**config.mk**
```make
export PLATFORM = sky130hd
export DESIGN_NAME = floppy_host_register_port
export DESIGN_NICKNAME = d
export VERILOG_FILES = /design/src/verilog/fdc_port_pkg.sv /design/src/verilog/floppy_host_register_port.sv /design/src/verilog/pin_sync.sv /design/src/verilog/drive_line_driver.sv
export SDC_FILE = /design/constraint.sdc
export NUM_CORES = 1
export LEC_CHECK = 0
export BUFFER_PORTS_ARGS = -buffer_cell sky130_fd_sc_hd__buf_4
export CAP_MARGIN = 5
export CORE_AREA = 2 2 196 121
export CTS_CLUSTER_DIAMETER = 50
export DETAILED_ROUTE_END_ITERATION = 8
export DIE_AREA = 0 0 198 123
export HOLD_SLACK_MARGIN = 0.15
export PLACE_DENSITY = 0.48
export SYNTH_ARGS = -nofsm -noshare
export SYNTH_HDL_FRONTEND = slang
export SYNTH_HIERARCHICAL = 1
export SYNTH_SLANG_ARGS = --single-unit
```
**constraint.sdc**
```tcl
create_clock -name clk_sys -period 3.4 [get_ports clk_sys]
set_input_delay 1.02 -clock clk_sys [delete_from_list [all_inputs] [get_ports clk_sys]]
set_output_delay 1.02 -clock clk_sys [all_outputs]
set_load 0.02 [all_outputs]
```
**src/verilog/fdc_port_pkg.sv**
```systemverilog
// register map, field layout and carrier types of the host register port
// assumes a single core clock; pin timing figures are turned into cycles here
package fdc_port_pkg;

  localparam int ADDR_W = 10;
  localparam int DATA_W = 8;
  localparam int OFS_W = 3;
  localparam logic [ADDR_W-1:0] BASE_ADDR_DEFAULT = 10'h3f0;

  // offsets relative to the base address; some are shared by read and write
  localparam logic [OFS_W-1:0] OFS_CFG_INDEX = 3'h0;
  localparam logic [OFS_W-1:0] OFS_CFG_DATA = 3'h1;
  localparam logic [OFS_W-1:0] OFS_STATUS_A = 3'h0;
  localparam logic [OFS_W-1:0] OFS_STATUS_B = 3'h1;
  localparam logic [OFS_W-1:0] OFS_DRIVE_CONTROL = 3'h2;
  localparam logic [OFS_W-1:0] OFS_TAPE_SELECT = 3'h3;
  localparam logic [OFS_W-1:0] OFS_MAIN_STATUS = 3'h4;
  localparam logic [OFS_W-1:0] OFS_RATE_SELECT = 3'h4;
  localparam logic [OFS_W-1:0] OFS_DATA_FIFO = 3'h5;
  localparam logic [OFS_W-1:0] OFS_RESERVED = 3'h6;
  localparam logic [OFS_W-1:0] OFS_DRIVE_INPUT = 3'h7;
  localparam logic [OFS_W-1:0] OFS_TRANSFER_RATE = 3'h7;

  // drive_control field positions
  localparam int DC_DRIVE_PICK_LSB = 0;
  localparam int DC_SOFT_RESET_N = 2;
  localparam int DC_DMA_EN = 3;
  localparam int DC_MOTOR_LSB = 4;

  localparam logic [DATA_W-1:0] DRIVE_CONTROL_RESET = 8'h00;
  localparam logic [DATA_W-1:0] TAPE_SELECT_RESET = 8'h00;
  localparam logic [DATA_W-1:0] TAPE_SELECT_MASK = 8'h03;
  localparam logic [DATA_W-1:0] RATE_SELECT_RESET = 8'h00;
  localparam logic [DATA_W-1:0] TRANSFER_RATE_RESET = 8'h00;

  // configuration space: one index register, one enable register
  localparam logic [DATA_W-1:0] CFG_IDX_ENABLE = 8'h00;
  localparam int CFG_ENABLE_BIT = 0;
  localparam logic CFG_ENABLE_RESET = 1'b0;
  localparam logic [DATA_W-1:0] CFG_INDEX_RESET = 8'h00;

  // shortest core reset the host may rely on
  localparam int CLK_PERIOD_NS = 10;
  localparam int SOFT_RESET_MIN_NS = 100;
  localparam int SOFT_RESET_CYCLES =
    (SOFT_RESET_MIN_NS + CLK_PERIOD_NS - 1) / CLK_PERIOD_NS;
  localparam int SRST_CNT_W = 4;

  typedef struct packed {
    logic rd_n;
    logic wr_n;
    logic [ADDR_W-1:0] addr;
    logic [DATA_W-1:0] data;
  } host_bus_type;

  typedef struct packed {
    logic rd;
    logic wr;
    logic [OFS_W-1:0] offset;
    logic [DATA_W-1:0] data;
  } core_req_type;

endpackage : fdc_port_pkg

```
**src/verilog/floppy_host_register_port.sv**
```systemverilog
// host register port of the floppy controller: address decode, drive
// control, configuration gate, software reset and dma/irq pin gating
// assumes the controller core runs on clk_sys and answers a read request
// with core_rd_data in the same cycle as core_req.rd
//
// Contract
// - registers are eight bits, single cycles
// - access by programmed io and dma
// - offsets decoded from base address 3f0
// - +2,+3 rw, +5 fifo, +0 +1 status read, +6 reserved
// - +4 status/rate, +7 input/rate control
// - all offsets disabled until configuration enables
// - config +0/+1 write only, config mode
// - config mode blocks status a and b
// - drive control field layout, resets to zero
// - drive control always writable, kept on reset; here writable only when enabled, not in a dma cycle
// - drive select binary decoded, one drive
// - bit2 zero holds core reset until one
// - soft reset keeps rate and control registers
// - soft reset honoured at 100ns minimum
// - dma enable drives request, irq, accepts inputs
// - dma disabled floats outputs, ignores inputs
// - motor bits drive spindle outputs active
`timescale 1ns/10ps
module floppy_host_register_port #(
  parameter logic [fdc_port_pkg::ADDR_W-1:0] BASE_ADDR =
    fdc_port_pkg::BASE_ADDR_DEFAULT
) (
  input wire logic clk_sys,
  input wire logic reset_n,
  input wire fdc_port_pkg::host_bus_type host_pins,
  output logic [fdc_port_pkg::DATA_W-1:0] bus_data_out,
  output logic bus_data_oe_n,
  input wire logic config_mode_pin,
  input wire logic dma_grant_n,
  input wire logic terminal_count_in,
  output fdc_port_pkg::core_req_type core_req,
  input wire logic [fdc_port_pkg::DATA_W-1:0] core_rd_data,
  input wire logic core_dma_req,
  input wire logic core_irq,
  output logic core_dma_grant,
  output logic core_terminal_count,
  output logic core_reset_n,
  output logic [fdc_port_pkg::DATA_W-1:0] rate_select_out,
  output logic [fdc_port_pkg::DATA_W-1:0] transfer_rate_out,
  output logic dma_req_out,
  output logic dma_req_oe_n,
  output logic irq_out,
  output logic irq_oe_n,
  output logic [3:0] drive_pick_outputs,
  output logic [3:0] drive_pick_oe_n,
  output logic [3:0] spindle_out,
  output logic [3:0] spindle_oe_n
);
  import fdc_port_pkg::*;

  host_bus_type bus_s;
  logic [2:0] misc_s;
  logic cfg_mode_s;
  logic grant_n_s;
  logic tc_s;

  logic rd_prev_ff;
  logic wr_prev_ff;
  logic rd_start;
  logic wr_start;
  logic rd_end;
  logic addr_hit;
  logic [OFS_W-1:0] ofs;
  logic dma_cycle;

  logic [DATA_W-1:0] drive_control_reg_ff;
  logic [DATA_W-1:0] tape_select_reg_ff;
  logic [DATA_W-1:0] rate_select_ff;
  logic [DATA_W-1:0] transfer_rate_control_reg_ff;
  logic [DATA_W-1:0] cfg_index_ff;
  logic cfg_enable_ff;
  logic [SRST_CNT_W-1:0] srst_cnt_ff;
  logic core_rd_wait_ff;

  logic dma_irq_output_enable;
  logic soft_reset_n;
  logic drive_pick_0;
  logic drive_pick_1;
  logic motor_on_0;
  logic motor_on_1;
  logic motor_on_2;
  logic motor_on_3;

  // a single host-visible offset is live only when the block is enabled;
  // status a and b are also shut while configuration mode is on
  function automatic logic reg_live(input logic [OFS_W-1:0] o,
                                    input logic enabled,
                                    input logic in_cfg,
                                    input logic is_read);
    logic live;
    live = enabled;
    if (is_read && in_cfg &&
        (o == OFS_STATUS_A || o == OFS_STATUS_B)) begin
      live = 1'b0;
    end
    if (o == OFS_RESERVED) begin
      live = 1'b0;
    end
    if (!is_read && (o == OFS_CFG_INDEX || o == OFS_CFG_DATA)) begin
      live = 1'b0;
    end
    return live;
  endfunction : reg_live

  pin_sync #(
    .WIDTH($bits(host_bus_type)),
    .RESET_VAL({2'b11, {(ADDR_W + DATA_W){1'b0}}})
  ) u_bus_sync (
    .clk_sys(clk_sys),
    .reset_n(reset_n),
    .pin_in(host_pins),
    .pin_out(bus_s)
  );

  pin_sync #(
    .WIDTH(3),
    .RESET_VAL(3'b010)
  ) u_misc_sync (
    .clk_sys(clk_sys),
    .reset_n(reset_n),
    .pin_in({config_mode_pin, dma_grant_n, terminal_count_in}),
    .pin_out(misc_s)
  );

  assign cfg_mode_s = misc_s[2];
  assign grant_n_s = misc_s[1];
  assign tc_s = misc_s[0];

  assign motor_on_3 = drive_control_reg_ff[DC_MOTOR_LSB + 3];
  assign motor_on_2 = drive_control_reg_ff[DC_MOTOR_LSB + 2];
  assign motor_on_1 = drive_control_reg_ff[DC_MOTOR_LSB + 1];
  assign motor_on_0 = drive_control_reg_ff[DC_MOTOR_LSB];
  assign dma_irq_output_enable = drive_control_reg_ff[DC_DMA_EN];
  assign soft_reset_n = drive_control_reg_ff[DC_SOFT_RESET_N];
  assign drive_pick_1 = drive_control_reg_ff[DC_DRIVE_PICK_LSB + 1];
  assign drive_pick_0 = drive_control_reg_ff[DC_DRIVE_PICK_LSB];

  // strobes are acted on once, at the first synchronised edge
  always_ff @(posedge clk_sys) begin
    if (!reset_n) begin
      rd_prev_ff <= 1'b0;
      wr_prev_ff <= 1'b0;
    end else begin
      rd_prev_ff <= ~bus_s.rd_n;
      wr_prev_ff <= ~bus_s.wr_n;
    end
  end

  assign rd_start = ~bus_s.rd_n & ~rd_prev_ff;
  assign wr_start = ~bus_s.wr_n & ~wr_prev_ff;
  assign rd_end = bus_s.rd_n & rd_prev_ff;
  assign addr_hit = bus_s.addr[ADDR_W-1:OFS_W] ==
                    BASE_ADDR[ADDR_W-1:OFS_W];
  assign ofs = bus_s.addr[OFS_W-1:0];
  // a granted dma cycle targets the data fifo whatever the address
  assign dma_cycle = dma_irq_output_enable & ~grant_n_s &
                     cfg_enable_ff;

  // configuration space: writable only in configuration mode
  always_ff @(posedge clk_sys) begin
    if (!reset_n) begin
      cfg_index_ff <= CFG_INDEX_RESET;
      cfg_enable_ff <= CFG_ENABLE_RESET;
    end else if (wr_start && !dma_cycle && addr_hit && cfg_mode_s) begin
      if (ofs == OFS_CFG_INDEX) begin
        cfg_index_ff <= bus_s.data;
      end else if (ofs == OFS_CFG_DATA && cfg_index_ff == CFG_IDX_ENABLE)
      begin
        cfg_enable_ff <= bus_s.data[CFG_ENABLE_BIT];
      end
    end
  end

  // drive control: written whenever live outside a dma cycle, never touched by soft reset
  always_ff @(posedge clk_sys) begin
    if (!reset_n) begin
      drive_control_reg_ff <= DRIVE_CONTROL_RESET;
    end else if (wr_start && !dma_cycle && addr_hit &&
                 ofs == OFS_DRIVE_CONTROL &&
                 reg_live(ofs, cfg_enable_ff, cfg_mode_s, 1'b0)) begin
      drive_control_reg_ff <= bus_s.data;
    end
  end

  // only the two select bits of the tape register are stored
  always_ff @(posedge clk_sys) begin
    if (!reset_n) begin
      tape_select_reg_ff <= TAPE_SELECT_RESET;
    end else if (wr_start && !dma_cycle && addr_hit &&
                 ofs == OFS_TAPE_SELECT &&
                 reg_live(ofs, cfg_enable_ff, cfg_mode_s, 1'b0)) begin
      tape_select_reg_ff <= bus_s.data & TAPE_SELECT_MASK;
    end
  end

  // write-only rate registers share offsets with read-only status; they
  // sit here rather than in the core so soft reset cannot reach them
  always_ff @(posedge clk_sys) begin
    if (!reset_n) begin
      rate_select_ff <= RATE_SELECT_RESET;
      transfer_rate_control_reg_ff <= TRANSFER_RATE_RESET;
    end else if (wr_start && !dma_cycle && addr_hit &&
                 reg_live(ofs, cfg_enable_ff, cfg_mode_s, 1'b0)) begin
      if (ofs == OFS_RATE_SELECT) begin
        rate_select_ff <= bus_s.data;
      end
      if (ofs == OFS_TRANSFER_RATE) begin
        transfer_rate_control_reg_ff <= bus_s.data;
      end
    end
  end

  always_ff @(posedge clk_sys) begin
    if (!reset_n) begin
      rate_select_out <= RATE_SELECT_RESET;
      transfer_rate_out <= TRANSFER_RATE_RESET;
    end else begin
      rate_select_out <= rate_select_ff;
      transfer_rate_out <= transfer_rate_control_reg_ff;
    end
  end

  // requests passed to the core: fifo data, status reads, core reads
  always_ff @(posedge clk_sys) begin
    if (!reset_n) begin
      core_req <= '0;
    end else begin
      core_req.rd <= 1'b0;
      core_req.wr <= 1'b0;
      if (wr_start && dma_cycle) begin
        core_req.wr <= 1'b1;
        core_req.offset <= OFS_DATA_FIFO;
        core_req.data <= bus_s.data;
      end else if (wr_start && addr_hit && ofs == OFS_DATA_FIFO &&
                   reg_live(ofs, cfg_enable_ff, cfg_mode_s, 1'b0)) begin
        core_req.wr <= 1'b1;
        core_req.offset <= OFS_DATA_FIFO;
        core_req.data <= bus_s.data;
      end else if (rd_start && dma_cycle) begin
        core_req.rd <= 1'b1;
        core_req.offset <= OFS_DATA_FIFO;
      end else if (rd_start && addr_hit &&
                   reg_live(ofs, cfg_enable_ff, cfg_mode_s, 1'b1) &&
                   ofs != OFS_DRIVE_CONTROL && ofs != OFS_TAPE_SELECT) begin
        core_req.rd <= 1'b1;
        core_req.offset <= ofs;
      end
    end
  end

  // read data: local registers answer at once, core ones a cycle later
  always_ff @(posedge clk_sys) begin
    if (!reset_n) begin
      core_rd_wait_ff <= 1'b0;
      bus_data_out <= '0;
    end else begin
      core_rd_wait_ff <= 1'b0;
      if (core_rd_wait_ff) begin
        bus_data_out <= core_rd_data;
      end else if (rd_start && !dma_cycle && addr_hit &&
                   reg_live(ofs, cfg_enable_ff, cfg_mode_s, 1'b1)) begin
        if (ofs == OFS_DRIVE_CONTROL) begin
          bus_data_out <= drive_control_reg_ff;
        end else if (ofs == OFS_TAPE_SELECT) begin
          bus_data_out <= tape_select_reg_ff;
        end else begin
          core_rd_wait_ff <= 1'b1;
        end
      end else if (rd_start && dma_cycle) begin
        core_rd_wait_ff <= 1'b1;
      end
    end
  end

  // the data bus is driven only for a live read, until the strobe ends;
  // a dead offset leaves the bus floating as an absent device would
  always_ff @(posedge clk_sys) begin
    if (!reset_n) begin
      bus_data_oe_n <= 1'b1;
    end else if (rd_end) begin
      bus_data_oe_n <= 1'b1;
    end else if (rd_start && (dma_cycle || (addr_hit &&
                 reg_live(ofs, cfg_enable_ff, cfg_mode_s, 1'b1)))) begin
      bus_data_oe_n <= 1'b0;
    end
  end

  // core reset follows bit 2 and is stretched to the minimum width, so
  // two back-to-back writes still give the core a full reset
  always_ff @(posedge clk_sys) begin
    if (!reset_n) begin
      srst_cnt_ff <= SRST_CNT_W'(SOFT_RESET_CYCLES);
    end else if (!soft_reset_n) begin
      srst_cnt_ff <= SRST_CNT_W'(SOFT_RESET_CYCLES);
    end else if (srst_cnt_ff != '0) begin
      srst_cnt_ff <= srst_cnt_ff - 1'b1;
    end
  end

  always_ff @(posedge clk_sys) begin
    if (!reset_n) begin
      core_reset_n <= 1'b0;
    end else begin
      core_reset_n <= soft_reset_n && srst_cnt_ff == '0;
    end
  end

  // dma and interrupt pins: driven only while enabled, else floated
  always_ff @(posedge clk_sys) begin
    if (!reset_n) begin
      dma_req_out <= 1'b0;
      dma_req_oe_n <= 1'b1;
      irq_out <= 1'b0;
      irq_oe_n <= 1'b1;
    end else begin
      dma_req_out <= core_dma_req;
      irq_out <= core_irq;
      dma_req_oe_n <= ~dma_irq_output_enable;
      irq_oe_n <= ~dma_irq_output_enable;
    end
  end

  // acknowledge and terminal count reach the core only while enabled
  always_ff @(posedge clk_sys) begin
    if (!reset_n) begin
      core_dma_grant <= 1'b0;
      core_terminal_count <= 1'b0;
    end else begin
      core_dma_grant <= dma_irq_output_enable & ~grant_n_s;
      core_terminal_count <= dma_irq_output_enable & tc_s;
    end
  end

  drive_line_driver u_drive_lines (
    .clk_sys(clk_sys),
    .reset_n(reset_n),
    .drive_pick({drive_pick_1, drive_pick_0}),
    .motor_on({motor_on_3, motor_on_2, motor_on_1, motor_on_0}),
    .drive_pick_outputs(drive_pick_outputs),
    .drive_pick_oe_n(drive_pick_oe_n),
    .spindle_out(spindle_out),
    .spindle_oe_n(spindle_oe_n)
  );

endmodule : floppy_host_register_port

```
**src/verilog/pin_sync.sv**
```systemverilog
// three-stage synchroniser for a group of pins
// assumes inputs are asynchronous to clk_sys; a change is passed once the
// second and third stage agree, otherwise the last accepted value is held
`timescale 1ns/10ps
module pin_sync #(
  parameter int WIDTH = 1,
  parameter logic [WIDTH-1:0] RESET_VAL = '0
) (
  input wire logic clk_sys,
  input wire logic reset_n,
  input wire logic [WIDTH-1:0] pin_in,
  output logic [WIDTH-1:0] pin_out
);

  logic [WIDTH-1:0] stage1_ff;
  logic [WIDTH-1:0] stage2_ff;
  logic [WIDTH-1:0] stage3_ff;

  always_ff @(posedge clk_sys) begin
    if (!reset_n) begin
      stage1_ff <= RESET_VAL;
      stage2_ff <= RESET_VAL;
      stage3_ff <= RESET_VAL;
    end else begin
      stage1_ff <= pin_in;
      stage2_ff <= stage1_ff;
      stage3_ff <= stage2_ff;
    end
  end

  // bitwise: a bit that still disagrees keeps its previous accepted value
  always_ff @(posedge clk_sys) begin
    if (!reset_n) begin
      pin_out <= RESET_VAL;
    end else begin
      pin_out <= (stage2_ff & stage3_ff) |
                 (pin_out & (stage2_ff | stage3_ff));
    end
  end

endmodule : pin_sync

```
**src/verilog/drive_line_driver.sv**
```systemverilog
// registered open-drain drivers for drive pick and spindle lines
// assumes the lines are pulled up off chip; a low enable pulls a line low
`timescale 1ns/10ps
module drive_line_driver (
  input wire logic clk_sys,
  input wire logic reset_n,
  input wire logic [1:0] drive_pick,
  input wire logic [3:0] motor_on,
  output logic [3:0] drive_pick_outputs,
  output logic [3:0] drive_pick_oe_n,
  output logic [3:0] spindle_out,
  output logic [3:0] spindle_oe_n
);

  // registered so a host write never glitches the drive cable
  always_ff @(posedge clk_sys) begin
    if (!reset_n) begin
      drive_pick_oe_n <= 4'he;
      spindle_oe_n <= 4'hf;
    end else begin
      drive_pick_oe_n <= ~(4'h1 << drive_pick);
      spindle_oe_n <= ~motor_on;
    end
  end

  // the driven level of an open-drain pin is always low
  always_ff @(posedge clk_sys) begin
    drive_pick_outputs <= 4'h0;
    spindle_out <= 4'h0;
  end

endmodule : drive_line_driver

```
==> results.ini <==
[critical_path]
cp.required_ns=3.71
r2r_end=drive_control_reg_ff[5]
regToRegSetupSlack_ns=1.27
endpoint_kind=register
reg2reg_from=u_bus_sync/pin_out[16]
reg2reg_depth=5
arrival_ns=2.44
critical_path_class=reg -> reg
start_kind=register
path_max_fanout=9

[cells_and_area]
final_util_pct=34.76
most-common-layout-cells=dfxtp_1 (186), buf_4 (91), and2_1 (76)
multi_input_area_sq_um=2495
num_antenna_cells=0
nFillCells=2287
synthToLayoutAreaGrowth_pct=22.36
final_common_cell=dfxtp_1
drive_above_1_share_pct=20.88
seq_area_sq_um=3724
nNetsFinal=709

[clocking]
cts_tree=done
postCtsSetupRepairBufs=0
path_clk_slew_ns=0.07
cts_sinks=186
cts_root_buf=clkbuf_16
worstSkewPairLatency_ns=0.42
ctsResizeCount=0
cts_hold_buf=0
clockBufferDepth=2
htreeDepth=4
cts_buffers=17

[drt]
first_pass_iters=4
antenna_left=0
wl_um=12940
first_iter_violations=177
drc=0
viasPerCell=4.121
wl_per_cell_um=12.94
routed-via-count=4121

[run]
drv_cap=0

[global_routing]
antenna_found_initial=0
first_global_vias=4025
track_usage_pct=11.17
grt_max_degree=70
grt_pass1_wl_um=20890
grt_overflow=0

[sta]
fin_setup_tns_ns=0
rsz0062_at_grt=false
setup_violations=0
finClkSkew_ns=0.008744
finalMaxSlewViolations=0
finalCritPeriodShare_pct=62.60
slew_headroom_pct=44.36
clock.fmax_mhz=469.8
finalCriticalPeriod_ns=2.129
tightest_slew_ns=0.8346
hold_viol=0
fin_ws_ns=1.271

[pwr]
powerDensity_nw_per_um2=531.6
peakVddDrop_uv=345.5
leakage_nw=3.384

[floorplan]
die_area_sq_um=24350
core_sq_um=22650
die_w_um=198
start_util_pct=28.40
die_y_um=123
rows=43
io_pins=96

[synthesis]
ys_ff_latch=186
synthFlopType=dfxtp_1
yosys_warnings=6
syn_inst=591
async_flop_share_pct=0
synth_area_sq_um=6434
ys_seq_area_share_pct=57.88
synth_edf_count=0
syn_area_per_cell_sq_um=10.89
synth_cell_types=50

[placement]
finalWeightedCongestion=0.8055
place_ws_ns=1.168
port_buffers=87
dp_hpwl_um=9149

[hold_path]
whs_path_depth=1
min-delay-start=u_bus_sync/stage1_ff[18]
whs_endpoint=u_bus_sync/stage2_ff[18]
hold_class=reg -> reg

[outcome]
run_status=finished, final reports clean

-- layer usage --
| metal | global-route usage [%] | vias to the layer above | share of wire, % |
|---|---|---|---|
| met5 | 0 | - | 0 |
| met4 | 3.336 | 0 | 1.0 |
| met3 | 3.437 | 14 | 4.4 |
| met2 | 16.48 | 76 | 41 |
| met1 | 15.65 | 1911 | 53 |
| li1 | - | 2120 | - |
-- cell usage after synthesis, types with 3 or more instances --
cell	number	area (sq um)
a211o_1	3	26.28
a21boi_0	5	37.54
a21boi_1	16	120.1
a21oi_1	8	40.04
a22oi_1	6	45.04
and2_1	76	475.5
and2_2	4	30.03
buf_2	5	25.02
buf_4	12	90.09
buf_6	4	45.04
clkbuf_1	10	37.54
clkbuf_2	5	25.02
dfxtp_1	186	3724
inv_1	5	18.77
mux2i_1	44	440.4
nand2_1	43	161.4
nand2b_1	12	75.07
nand3_1	3	15.01
nand3b_1	4	30.03
nand4_4	3	63.81
nor2_1	16	60.06
nor2b_1	46	287.8
nor3_1	3	15.01
nor4_1	3	18.77
nor4_4	3	63.81
o211a_1	6	60.06
o21ai_0	30	150.1
-- area by class of cell --
class / count / area share (%)
sequential: 186 / 47.30
multi-input combinational: 371 / 31.69
timing repair buffer: 91 / 8.678
clock buffer: 19 / 5.626
tap: 315 / 5.006
clock inverter: 13 / 1.462
inverter: 5 / 0.2384
-- registers in the layout (all words and copies together), names as in the netlist, 2 cells and up --
register / count
rate_select_out: 8
cfg_index_ff: 8
bus_data_out: 8
u_drive_lines/drive_pick_oe_n: 4
transfer_rate_control_reg_ff: 8
srst_cnt_ff: 4
u_misc_sync/stage2_ff: 3
transfer_rate_out: 8
u_misc_sync/stage1_ff: 3
u_bus_sync/stage1_ff: 20
core_req: 13
rate_select_ff: 8
u_bus_sync/pin_out: 20
drive_control_reg_ff: 8
u_misc_sync/stage3_ff: 3
u_bus_sync/stage2_ff: 20
tape_select_reg_ff: 2
u_bus_sync/stage3_ff: 20
u_drive_lines/spindle_oe_n: 4
u_misc_sync/pin_out: 3
-- kinds of logic after synthesis --
group,after synthesis,share of synthesized area (%)
simple gates,232,22.15
flops,186,57.88
compound gates,84,8.790
mux,44,6.846
buf+inv,41,3.753
fa+ha+maj,2,0.3889
other cells,1,0.05829
xor+xnor,1,0.1362
-- metrics by stage --
| stage | instances | hold slack [ns] | power (W) | area, sq um |
|---|---|---|---|---|
| global route | 1000 | 0.4328 | 0.004362 | 7873 |
| detailed placement | 968 | 0.3914 | 0.002384 | 7315 |
| finish | 1000 | 0.4053 | 0.004185 | 7873 |
| CTS | 1000 | 0.4077 | 0.004246 | 7873 |
| global placement | 968 | 0.3916 | 0.002381 | 7315 |
| floorplan | 598 | 0.3703 | 0.002346 | 6460 |
-- worst max-delay path, cell delays in order, from the launching register on --
cell	delay (ns)
dfxtp_1	0.41
nand4_4	0.21
nor4_1	0.46
nand4b_1	0.55
mux2i_1	0.33
nor2b_1	0.07
-- power breakdown --
group | internal [W] | switching, W
Clock | 0.000976 | 0.000878
Combinational | 0.0000575 | 0.0000475
Sequential | 0.00221 | 0.0000134
-- worst max path at each step --
| stage | start | endpoint | slack (ns) |
|---|---|---|---|
| 2_1_floorplan | reset_n | core_req[9] | 1.63 |
| 5_1_grt | u_bus_sync/pin_out[16] | drive_control_reg_ff[5] | 1.09 |
| 4_1_cts | u_bus_sync/pin_out[16] | drive_control_reg_ff[2] | 1.29 |
| 6_report | u_bus_sync/pin_out[16] | drive_control_reg_ff[5] | 1.27 |
| 3_3_place_gp | reset_n | core_req[9] | 1.19 |
| 3_5_place_dp | reset_n | core_req[9] | 1.17 |
No activity file was read; power rests on OpenSTA's default activity.
